--- config.mk ---
export PLATFORM = sky130hd
export DESIGN_NAME = ctp_config_port
export DESIGN_NICKNAME = d
export VERILOG_FILES = /design/src/logic/ctp_pkg.sv /design/src/logic/ctp_tap_if.sv /design/src/logic/ctp_tap_fsm.sv /design/src/logic/ctp_config_port.sv
export SDC_FILE = /design/constraint.sdc
export NUM_CORES = 1
export LEC_CHECK = 0
export ABC_AREA = 1
export BUFFER_PORTS_ARGS = -buffer_cell sky130_fd_sc_hd__buf_2
export CAP_MARGIN = 20
export CORE_MARGIN = 5
export CORE_UTILIZATION = 48
export DETAILED_ROUTE_END_ITERATION = 10
export SLEW_MARGIN = 20
export SYNTH_ARGS = -nofsm -noshare
export SYNTH_HDL_FRONTEND = slang
export SYNTH_SLANG_ARGS = --single-unit
--- constraint.sdc ---
create_clock -name sys_clk -period 2.1 [get_ports sys_clk]
set_input_delay 0.315 -clock sys_clk [delete_from_list [all_inputs] [get_ports sys_clk]]
set_output_delay 0.315 -clock sys_clk [all_outputs]
set_load 0.02 [all_outputs]
--- src/logic/ctp_pkg.sv ---
package ctp_pkg;

  // =========================================================
  // Timing
  localparam int CLK_PERIOD_NS = 8;
  localparam int RECONF_MIN_NS = 320;
  localparam int RECONF_MIN_CYC = (RECONF_MIN_NS + CLK_PERIOD_NS - 1) / CLK_PERIOD_NS;
  localparam int CFG_LOAD_CYC = 64;
  localparam int CNT_W = 16;

  // =========================================================
  // Test access port
  localparam int IR_LEN = 4;
  localparam int DR_IDCODE_LEN = 32;
  localparam logic [3:0] IR_CAPTURE = 4'h1;
  localparam logic [3:0] IR_IDCODE = 4'h2;
  localparam logic [3:0] IR_BYPASS = 4'hF;
  // Arbitrary neutral identification value; bit 0 must stay one.
  localparam logic [31:0] IDCODE_VALUE = 32'h1234_5671;

  // =========================================================
  // Synchroniser lanes and their reset levels
  localparam int SYNC_W = 5;
  localparam int SY_TCK = 0;
  localparam int SY_TMS = 1;
  localparam int SY_TDI = 2;
  localparam int SY_RECONF = 3;
  localparam int SY_DONE = 4;
  localparam logic [4:0] SYNC_RESET = 5'h0E;

  typedef enum logic [15:0] {
    ST_RESET = 16'h0001,
    ST_IDLE = 16'h0002,
    ST_SEL_DR = 16'h0004,
    ST_CAP_DR = 16'h0008,
    ST_SH_DR = 16'h0010,
    ST_EX1_DR = 16'h0020,
    ST_PAUSE_DR = 16'h0040,
    ST_EX2_DR = 16'h0080,
    ST_UPD_DR = 16'h0100,
    ST_SEL_IR = 16'h0200,
    ST_CAP_IR = 16'h0400,
    ST_SH_IR = 16'h0800,
    ST_EX1_IR = 16'h1000,
    ST_PAUSE_IR = 16'h2000,
    ST_EX2_IR = 16'h4000,
    ST_UPD_IR = 16'h8000
  } ctp_state_t;

endpackage

--- src/logic/ctp_tap_if.sv ---
interface ctp_tap_if;
  logic tckRise;
  logic tms;
  logic testReset;
  logic captureDr;
  logic shiftDr;
  logic updateDr;
  logic captureIr;
  logic shiftIr;
  logic updateIr;

  modport fsm (
    input tckRise,
    input tms,
    output testReset,
    output captureDr,
    output shiftDr,
    output updateDr,
    output captureIr,
    output shiftIr,
    output updateIr
  );

  modport core (
    output tckRise,
    output tms,
    input testReset,
    input captureDr,
    input shiftDr,
    input updateDr,
    input captureIr,
    input shiftIr,
    input updateIr
  );
endinterface

--- src/logic/ctp_tap_fsm.sv ---
module ctp_tap_fsm (
  input wire logic sys_clk,
  input wire logic rst_n,
  ctp_tap_if.fsm tap
);

  // =========================================================
  // Controller state
  ctp_pkg::ctp_state_t state_q;
  ctp_pkg::ctp_state_t state_d;

  always_comb
  begin
    state_d = state_q;
    if (tap.tckRise)
    begin
      case (state_q)
        ctp_pkg::ST_RESET: state_d = tap.tms ? ctp_pkg::ST_RESET : ctp_pkg::ST_IDLE;
        ctp_pkg::ST_IDLE: state_d = tap.tms ? ctp_pkg::ST_SEL_DR : ctp_pkg::ST_IDLE;
        ctp_pkg::ST_SEL_DR: state_d = tap.tms ? ctp_pkg::ST_SEL_IR : ctp_pkg::ST_CAP_DR;
        ctp_pkg::ST_CAP_DR: state_d = tap.tms ? ctp_pkg::ST_EX1_DR : ctp_pkg::ST_SH_DR;
        ctp_pkg::ST_SH_DR: state_d = tap.tms ? ctp_pkg::ST_EX1_DR : ctp_pkg::ST_SH_DR;
        ctp_pkg::ST_EX1_DR: state_d = tap.tms ? ctp_pkg::ST_UPD_DR : ctp_pkg::ST_PAUSE_DR;
        ctp_pkg::ST_PAUSE_DR: state_d = tap.tms ? ctp_pkg::ST_EX2_DR : ctp_pkg::ST_PAUSE_DR;
        ctp_pkg::ST_EX2_DR: state_d = tap.tms ? ctp_pkg::ST_UPD_DR : ctp_pkg::ST_SH_DR;
        ctp_pkg::ST_UPD_DR: state_d = tap.tms ? ctp_pkg::ST_SEL_DR : ctp_pkg::ST_IDLE;
        ctp_pkg::ST_SEL_IR: state_d = tap.tms ? ctp_pkg::ST_RESET : ctp_pkg::ST_CAP_IR;
        ctp_pkg::ST_CAP_IR: state_d = tap.tms ? ctp_pkg::ST_EX1_IR : ctp_pkg::ST_SH_IR;
        ctp_pkg::ST_SH_IR: state_d = tap.tms ? ctp_pkg::ST_EX1_IR : ctp_pkg::ST_SH_IR;
        ctp_pkg::ST_EX1_IR: state_d = tap.tms ? ctp_pkg::ST_UPD_IR : ctp_pkg::ST_PAUSE_IR;
        ctp_pkg::ST_PAUSE_IR: state_d = tap.tms ? ctp_pkg::ST_EX2_IR : ctp_pkg::ST_PAUSE_IR;
        ctp_pkg::ST_EX2_IR: state_d = tap.tms ? ctp_pkg::ST_UPD_IR : ctp_pkg::ST_SH_IR;
        ctp_pkg::ST_UPD_IR: state_d = tap.tms ? ctp_pkg::ST_SEL_DR : ctp_pkg::ST_IDLE;
        default: state_d = ctp_pkg::ST_RESET;
      endcase
    end
  end

  always_ff @(posedge sys_clk or negedge rst_n)
  begin
    if (!rst_n)
      state_q <= ctp_pkg::ST_RESET;
    else
      state_q <= state_d;
  end

  // =========================================================
  // Decoded state flags
  assign tap.testReset = (state_q == ctp_pkg::ST_RESET);
  assign tap.captureDr = (state_q == ctp_pkg::ST_CAP_DR);
  assign tap.shiftDr = (state_q == ctp_pkg::ST_SH_DR);
  assign tap.updateDr = (state_q == ctp_pkg::ST_UPD_DR);
  assign tap.captureIr = (state_q == ctp_pkg::ST_CAP_IR);
  assign tap.shiftIr = (state_q == ctp_pkg::ST_SH_IR);
  assign tap.updateIr = (state_q == ctp_pkg::ST_UPD_IR);

endmodule

--- src/logic/ctp_config_port.sv ---
module ctp_config_port #(
  parameter int IR_W = ctp_pkg::IR_LEN,
  parameter int LOAD_CYCLES = ctp_pkg::CFG_LOAD_CYC,
  parameter int RECONF_MIN_CYCLES = ctp_pkg::RECONF_MIN_CYC,
  parameter logic [31:0] IDCODE = ctp_pkg::IDCODE_VALUE
) (
  input wire logic sys_clk,
  input wire logic rst_n,
  input wire logic tckPin,
  input wire logic tmsPin,
  input wire logic tdiPin,
  input wire logic reconfReqPinN,
  input wire logic cfgDoneIn,
  input wire logic globalControlInput,
  output logic tdoOut,
  output logic tdoOeN,
  output logic cfgDoneOut,
  output logic cfgDoneOeN,
  output logic userMode,
  output logic globalControlOut
);

  // =========================================================
  // Pin synchronisers
  // The pull-ups are modelled by resetting the mode select and data
  // lanes to one, so the test logic sees a one before any drive.
  logic [ctp_pkg::SYNC_W-1:0] syncA_q;
  logic [ctp_pkg::SYNC_W-1:0] syncB_q;
  logic tckPrev_q;
  logic reconfPrev_q;
  logic gctlA_q;
  logic gctlB_q;

  always_ff @(posedge sys_clk or negedge rst_n)
  begin
    if (!rst_n)
    begin
      syncA_q <= ctp_pkg::SYNC_RESET;
      syncB_q <= ctp_pkg::SYNC_RESET;
      tckPrev_q <= 1'b0;
      reconfPrev_q <= 1'b1;
      gctlA_q <= 1'b0;
      gctlB_q <= 1'b0;
      globalControlOut <= 1'b0;
    end
    else
    begin
      syncA_q <= {cfgDoneIn, reconfReqPinN, tdiPin, tmsPin, tckPin};
      syncB_q <= syncA_q;
      tckPrev_q <= syncB_q[ctp_pkg::SY_TCK];
      reconfPrev_q <= syncB_q[ctp_pkg::SY_RECONF];
      gctlA_q <= globalControlInput;
      gctlB_q <= gctlA_q;
      globalControlOut <= gctlB_q;
    end
  end

  wire tck = syncB_q[ctp_pkg::SY_TCK];
  wire tms = syncB_q[ctp_pkg::SY_TMS];
  wire tdi = syncB_q[ctp_pkg::SY_TDI];
  wire reconfN = syncB_q[ctp_pkg::SY_RECONF];
  wire cfgDonePin = syncB_q[ctp_pkg::SY_DONE];
  wire tckRise = tck & ~tckPrev_q;
  wire tckFall = ~tck & tckPrev_q;

  // =========================================================
  // Controller
  ctp_tap_if tapBus ();

  assign tapBus.tckRise = tckRise;
  assign tapBus.tms = tms;

  ctp_tap_fsm uFsm (
    .sys_clk(sys_clk),
    .rst_n(rst_n),
    .tap(tapBus.fsm)
  );

  // =========================================================
  // Instruction and data registers
  logic [IR_W-1:0] irShift_q;
  logic [IR_W-1:0] ir_q;
  logic [31:0] idShift_q;
  logic bypass_q;

  wire selIdcode = (ir_q == IR_W'(ctp_pkg::IR_IDCODE));
  wire [IR_W-1:0] irShiftNext = {tdi, irShift_q[IR_W-1:1]};
  wire [31:0] idShiftNext = {tdi, idShift_q[31:1]};
  wire drSerialBit = selIdcode ? idShift_q[0] : bypass_q;

  always_ff @(posedge sys_clk or negedge rst_n)
  begin
    if (!rst_n)
    begin
      irShift_q <= '0;
      ir_q <= IR_W'(ctp_pkg::IR_IDCODE);
      idShift_q <= '0;
      bypass_q <= 1'b0;
    end
    else if (tckRise)
    begin
      if (tapBus.testReset)
        ir_q <= IR_W'(ctp_pkg::IR_IDCODE);
      else if (tapBus.updateIr)
        ir_q <= irShift_q;
      if (tapBus.captureIr)
        irShift_q <= IR_W'(ctp_pkg::IR_CAPTURE);
      else if (tapBus.shiftIr)
        irShift_q <= irShiftNext;
      if (tapBus.captureDr)
      begin
        idShift_q <= IDCODE;
        bypass_q <= 1'b0;
      end
      else if (tapBus.shiftDr && selIdcode)
        idShift_q <= idShiftNext;
      else if (tapBus.shiftDr)
        bypass_q <= tdi;
    end
  end

  // =========================================================
  // Serial output
  // Updating on the falling edge gives the far end half a test clock
  // of settling before it samples on the next rising edge.
  always_ff @(posedge sys_clk or negedge rst_n)
  begin
    if (!rst_n)
    begin
      tdoOut <= 1'b0;
      tdoOeN <= 1'b1;
    end
    else if (tckFall)
    begin
      if (tapBus.shiftIr)
      begin
        tdoOut <= irShift_q[0];
        tdoOeN <= 1'b0;
      end
      else if (tapBus.shiftDr)
      begin
        tdoOut <= drSerialBit;
        tdoOeN <= 1'b0;
      end
      else
      begin
        tdoOut <= 1'b0;
        tdoOeN <= 1'b1;
      end
    end
  end

  // =========================================================
  // Configuration sequencing
  // Only the load sequencer and the user mode flag listen to the reconfiguration
  // pin; the test port and the global control output keep their state across it.
  logic [ctp_pkg::CNT_W-1:0] lowCount_q;
  logic [ctp_pkg::CNT_W-1:0] loadCount_q;
  logic cfgLoaded_q;

  wire pulseLongEnough = (lowCount_q >= ctp_pkg::CNT_W'(RECONF_MIN_CYCLES));
  wire reconfStart = reconfN & ~reconfPrev_q & pulseLongEnough;
  wire loadDone = (loadCount_q >= ctp_pkg::CNT_W'(LOAD_CYCLES - 1));

  always_ff @(posedge sys_clk or negedge rst_n)
  begin
    if (!rst_n)
      lowCount_q <= '0;
    else if (reconfN)
      lowCount_q <= '0;
    else if (!pulseLongEnough)
      lowCount_q <= lowCount_q + 1'b1;
  end

  always_ff @(posedge sys_clk or negedge rst_n)
  begin
    if (!rst_n)
    begin
      loadCount_q <= '0;
      cfgLoaded_q <= 1'b0;
    end
    else if (reconfStart)
    begin
      loadCount_q <= '0;
      cfgLoaded_q <= 1'b0;
    end
    else if (!cfgLoaded_q)
    begin
      loadCount_q <= loadCount_q + 1'b1;
      cfgLoaded_q <= loadDone;
    end
  end

  // =========================================================
  // Done pin and user mode
  // The wired level is read back, so an external party holding the
  // line low keeps the device out of user mode.
  always_ff @(posedge sys_clk or negedge rst_n)
  begin
    if (!rst_n)
    begin
      cfgDoneOut <= 1'b0;
      cfgDoneOeN <= 1'b0;
      userMode <= 1'b0;
    end
    else
    begin
      cfgDoneOut <= 1'b0;
      cfgDoneOeN <= cfgLoaded_q;
      userMode <= cfgLoaded_q & cfgDonePin & ~reconfStart;
    end
  end

endmodule

==> flow_results.org <==
** Status
- The run finished, with violations left.
- The checks that failed: negative hold slack.

** Critical path
- R2R cell count :: 10
- In this run the critical register-to-register path is captured at idShift_q[20]$_DFFE_PN0P_.
- CP Cell Sequence :: nor2_1 > nand2_1 > nor2_2 > nand2_2 > or2_4 > nand2_1 > nand2_2 > buf_4 > nand2_1 > o21ai_2
- Slowest-stage cell, CP :: dfrtp_1
- In this run the critical register-to-register path is launched from uFsm.state_q[9]$_DFFE_PN0P_.
- For flop-to-flop paths, the worst setup slack is 0.21 ns.
- Data required time of the critical path :: 2.37 ns
- Critical Path Fanout Max :: 26
- Counting both buffers and inverters, the worst setup path holds a total of 1.
- By startpoint and endpoint, the worst setup path is classified as register to register.
- STA classifies the critical path endpoint as a register.
- Largest delay contributor family on the critical path :: simple AND/OR/NAND/NOR gates
- For this run, the slowest stage of the critical path takes 0.42 ns.
- The worst setup path is launched from a register.
- Arrival time of the worst setup path :: 2.16 ns
- CP dominant cell by count :: nand2_1

** Min path
- The path class of the tightest hold or removal check is primary input to async pin.

** Yosys
- In the synthesized netlist, mux cells make up 0% of the area.
- Yosys reg bits :: 109
- Post-Synthesis Net Count :: 568
- Count of flip-flops with a built-in enable after synthesis :: 0
- Main area contributors after synthesis :: dfrtp_1 51%, nand2_1 9.3%, nor2_1 5.6%
- Largest area contributor in the synthesized netlist :: dfrtp_1
- For this run, the number of Yosys warnings is 0.
- Share of the yosys chip area belonging to registers :: 56.0%
- Post-synthesis share of cell area spent on and, or, nand and nor gates :: 24.5%
- The synthesized netlist devotes 0.768% of its cell area to adder and majority cells.
- Count of distinct cell types in the synthesized netlist :: 35
- Of the post-synthesis cell area, the dominant cell type holds 50.7%.
- By area, the combinational part of the netlist is dominated by simple AND/OR/NAND/NOR gates.
- Compound-gate portion of the synthesized area :: 11.3%
- Counting flops with an async set or reset pin after synthesis yields a share of 100%.
- Cell area after technology mapping :: 0.00489 sq mm
- Post-Synth XOR/XNOR Area :: 0.716%
- Cell count after synthesis :: 557
- Most instantiated flip-flop cell in the synthesis netlist :: dfrtp_1
- Mean instance size in the synthesized netlist :: 8.78 sq um

** Timing
- Final number of hold-violating endpoints :: 18
- Shortest clock period the worst path allows after layout :: 1.89 ns
- After layout, the worst path uses 90.0% of the clock period.
- Final-report setup violation count :: 0
- Final setup skew :: 0.0134 ns
- Static timing analysis puts the maximum clock frequency at 529 MHz.
- Final count of pins violating max slew :: 0
- For the pin with the worst max-slew slack, the measured transition is 0.603 ns.
- Setup repair after global routing missed its margin :: false
- For the final routed database, the setup TNS stands at 0 ns.
- Relative slew slack :: 59.8%
- Worst hold margin :: -0.0460 ns

** Flow run
- Max-capacitance violation count :: 0

** Route
- Once detail routing completed, the nets flagged for antenna violations numbered 0.
- Mean routed wirelength per cell :: 12.4 microns
- After detailed routing, the number of vias per cell comes to 4.94.
- For this run, design rule violations remaining after detail routing come to 0.
- Detailed routing inserted a total of 3538 vias.
- Drt initial violations :: 190
- Wires add up to 8900 microns.
- Detailed Routing Iterations Pass 1 :: 4

** Power and ir drop
- For this design the ratio of total power to cell area is 768 mW/mm^2.
- Leakage power of the design :: 2.53 nW
- Maximum vdd ir drop :: 517 uV

** Floorplan
- Measured along the y axis, the die boundary spans 111 microns.
- Die Wd :: 111 microns
- Pin placement for this block handled 14 I/O pins.
- For this configuration, the core starts out at a cell density of 49.6%.
- Core Area :: 0.00986 sq mm
- The die covers 0.0123 sq mm.
- The initialized floorplan defines 36 standard-cell rows.

** GRT
- Largest net degree at the start of global routing :: 110
- The first global-routing pass estimated 16000 microns of wire.
- The via count of the first global-routing pass came to 3449.
- Total Routing Usage GR :: 15.7%
- The initial antenna violation count is 0.
- GRT overflow :: 0

** Clocking
- Buffers from clock root to sink, at most :: 2
- CTS saw 109 sinks.
- Max H-tree Level :: 3
- CTS tree :: yes
- Cts bufs inserted :: 9
- Clock edge transition at the registers on the reported setup and hold paths :: 0.10 ns
- Clk Tree Root Cell :: clkbuf_8
- Number of post-CTS setup repair buffers :: 0
- Clock latency reported for the late side of the worst-skew pair :: 0.38 ns

** Finish
- The number of antenna diodes in the final layout is 0.
- Count of nets after finishing :: 589
- Filler cell count :: 906
- Layout overhead on the synthesized area :: 10.5%
- Fraction of layout cells with a size suffix above 1 :: 16.5%

** Placement
- In this run the tool buffered the top-level ports with 12 buffer cells.
- Estimated wirelength of the detail-placed design :: 6020 microns
- The congestion estimate from routability-driven global placement came to 0.806.
[registers in the layout, indices dropped and copies added (netlist names), 4 cells and up]
register      cells
idShift_q        32
irShift_q         4
ir_q              4
loadCount_q      16
lowCount_q       16
syncA_q           5
syncB_q           5
uFsm.state_q     16
[cell usage in the layout, fill, tap and decap left out, types with 2 or more instances in the layout]
master	count
a21oi_1	16
buf_12	2
buf_2	11
buf_4	9
bufinv_16	2
clkbuf_8	10
dfrtp_1	99
dfstp_2	10
dlygate4sd3_1	4
ha_1	3
inv_1	60
inv_6	3
nand2_1	121
nand2_2	14
nand3_1	31
nand4_1	5
nor2_1	73
nor2_2	6
nor2_4	2
nor3_1	13
nor4_1	3
o21ai_0	22
o21ai_1	21
o21ai_2	20
o22ai_1	5
xor2_1	4
[report_power, final]
part / switching (W) / internal, W / leakage (nW)
Combinational: 0.000309 / 0.000136 / 0.962
Sequential: 0.0000523 / 0.00218 / 1.45
Clock: 0.000745 / 0.000726 / 0.120
Total: 0.00111 / 0.00304 / 2.53
[metal layers]
layer | wire (microns) | global-route usage, %
met5 | 0 | 0
met4 | 95 | 4.11
met3 | 315 | 4.80
met2 | 4060 | 24.2
met1 | 4420 | 21.6
[layout make-up]
cell class              count  area [sq um]  share of cell area (%)
well taps                 133           166                    3.08
multi-input cells         372          1830                    33.9
clock buffers              10           138                    2.55
clock inverters             6          97.6                    1.81
inverters                  60           225                    4.17
flip-flops and latches    109          2740                    50.7
repair buffers             26           203                    3.75
[logic make-up (layout without fill, tap and decap cells)]
| family | count (synthesis) | in the layout |
|---|---|---|
| adder cells (fa/ha/maj) | 3 | 3 |
| flip-flops | 109 | 109 |
| AO/OA/AOI/OAI | 90 | 90 |
| XOR/XNOR | 4 | 4 |
| buffers and inverters | 76 | 102 |
| other | 1 | 1 |
| AND/OR/NAND/NOR | 274 | 274 |
[worst reg2reg max path: stages (launching register included)]
cell and delay, ns:
dfrtp_1 0.42, nor2_1 0.16, nand2_1 0.13, nor2_2 0.20
nand2_2 0.12, or2_4 0.25, nand2_1 0.07, nand2_2 0.04
buf_4 0.22, nand2_1 0.13, o21ai_2 0.05
[through the flow]
| stage | power, W | worst slack [ns] | cells | utilization, % | instance area (sq um) |
|---|---|---|---|---|---|
| global placement | 0.00271 | 0.256 | 696 | 51.9 | 5120 |
| global route | 0.00436 | 0.0382 | 716 | 54.8 | 5400 |
| CTS | 0.00421 | 0.219 | 714 | 54.5 | 5380 |
| finish | 0.00415 | 0.210 | 716 | 54.8 | 5400 |
| floorplan | 0.00257 | 0.454 | 557 | - | 4890 |
| detailed placement | 0.00272 | 0.231 | 696 | 51.9 | 5120 |
[cells in the mapped netlist (3+ instances only)]
cell type,number
ha_1,3
o21ai_2,20
nor3_1,13
o22ai_1,5
o21ai_1,21
a21oi_1,16
nand2_1,121
nor2_1,73
nand4_1,5
nor4_1,3
dfstp_2,10
o21ai_0,22
inv_1,60
xor2_1,4
nand3_1,31
buf_2,6
nand2_2,14
buf_6,3
nor2_2,6
dfrtp_1,99
clkbuf_1,5
[timing repair]
| item | CTS | global route |
|---|---|---|
| resized for setup | 0 | 1 |
| endpoints found under the hold margin | 2 | 2 |
| hold buffers | 2 | 2 |
| endpoints found under the setup margin | 0 | 1 |
[worst max path at each step]
stage | startpoint | end | slack [ns] | cells past startpoint
detailed placement | uFsm.state_q[13]$_DFFE_PN0P_ | idShift_q[14]$_DFFE_PN0P_ | 0.23 | 10
global placement | uFsm.state_q[6]$_DFFE_PN0P_ | irShift_q[1]$_DFFE_PN0P_ | 0.26 | 7
finish | uFsm.state_q[9]$_DFFE_PN0P_ | idShift_q[20]$_DFFE_PN0P_ | 0.21 | 10
CTS | uFsm.state_q[13]$_DFFE_PN0P_ | idShift_q[14]$_DFFE_PN0P_ | 0.22 | 10
global route | uFsm.state_q[11]$_DFFE_PN0P_ | ir_q[2]$_DFFE_PN0P_ | 0.04 | 8
floorplan | uFsm.state_q[9]$_DFFE_PN0P_ | idShift_q[16]$_DFFE_PN0P_ | 0.45 | 11
Power figures use the tool's default switching activity.
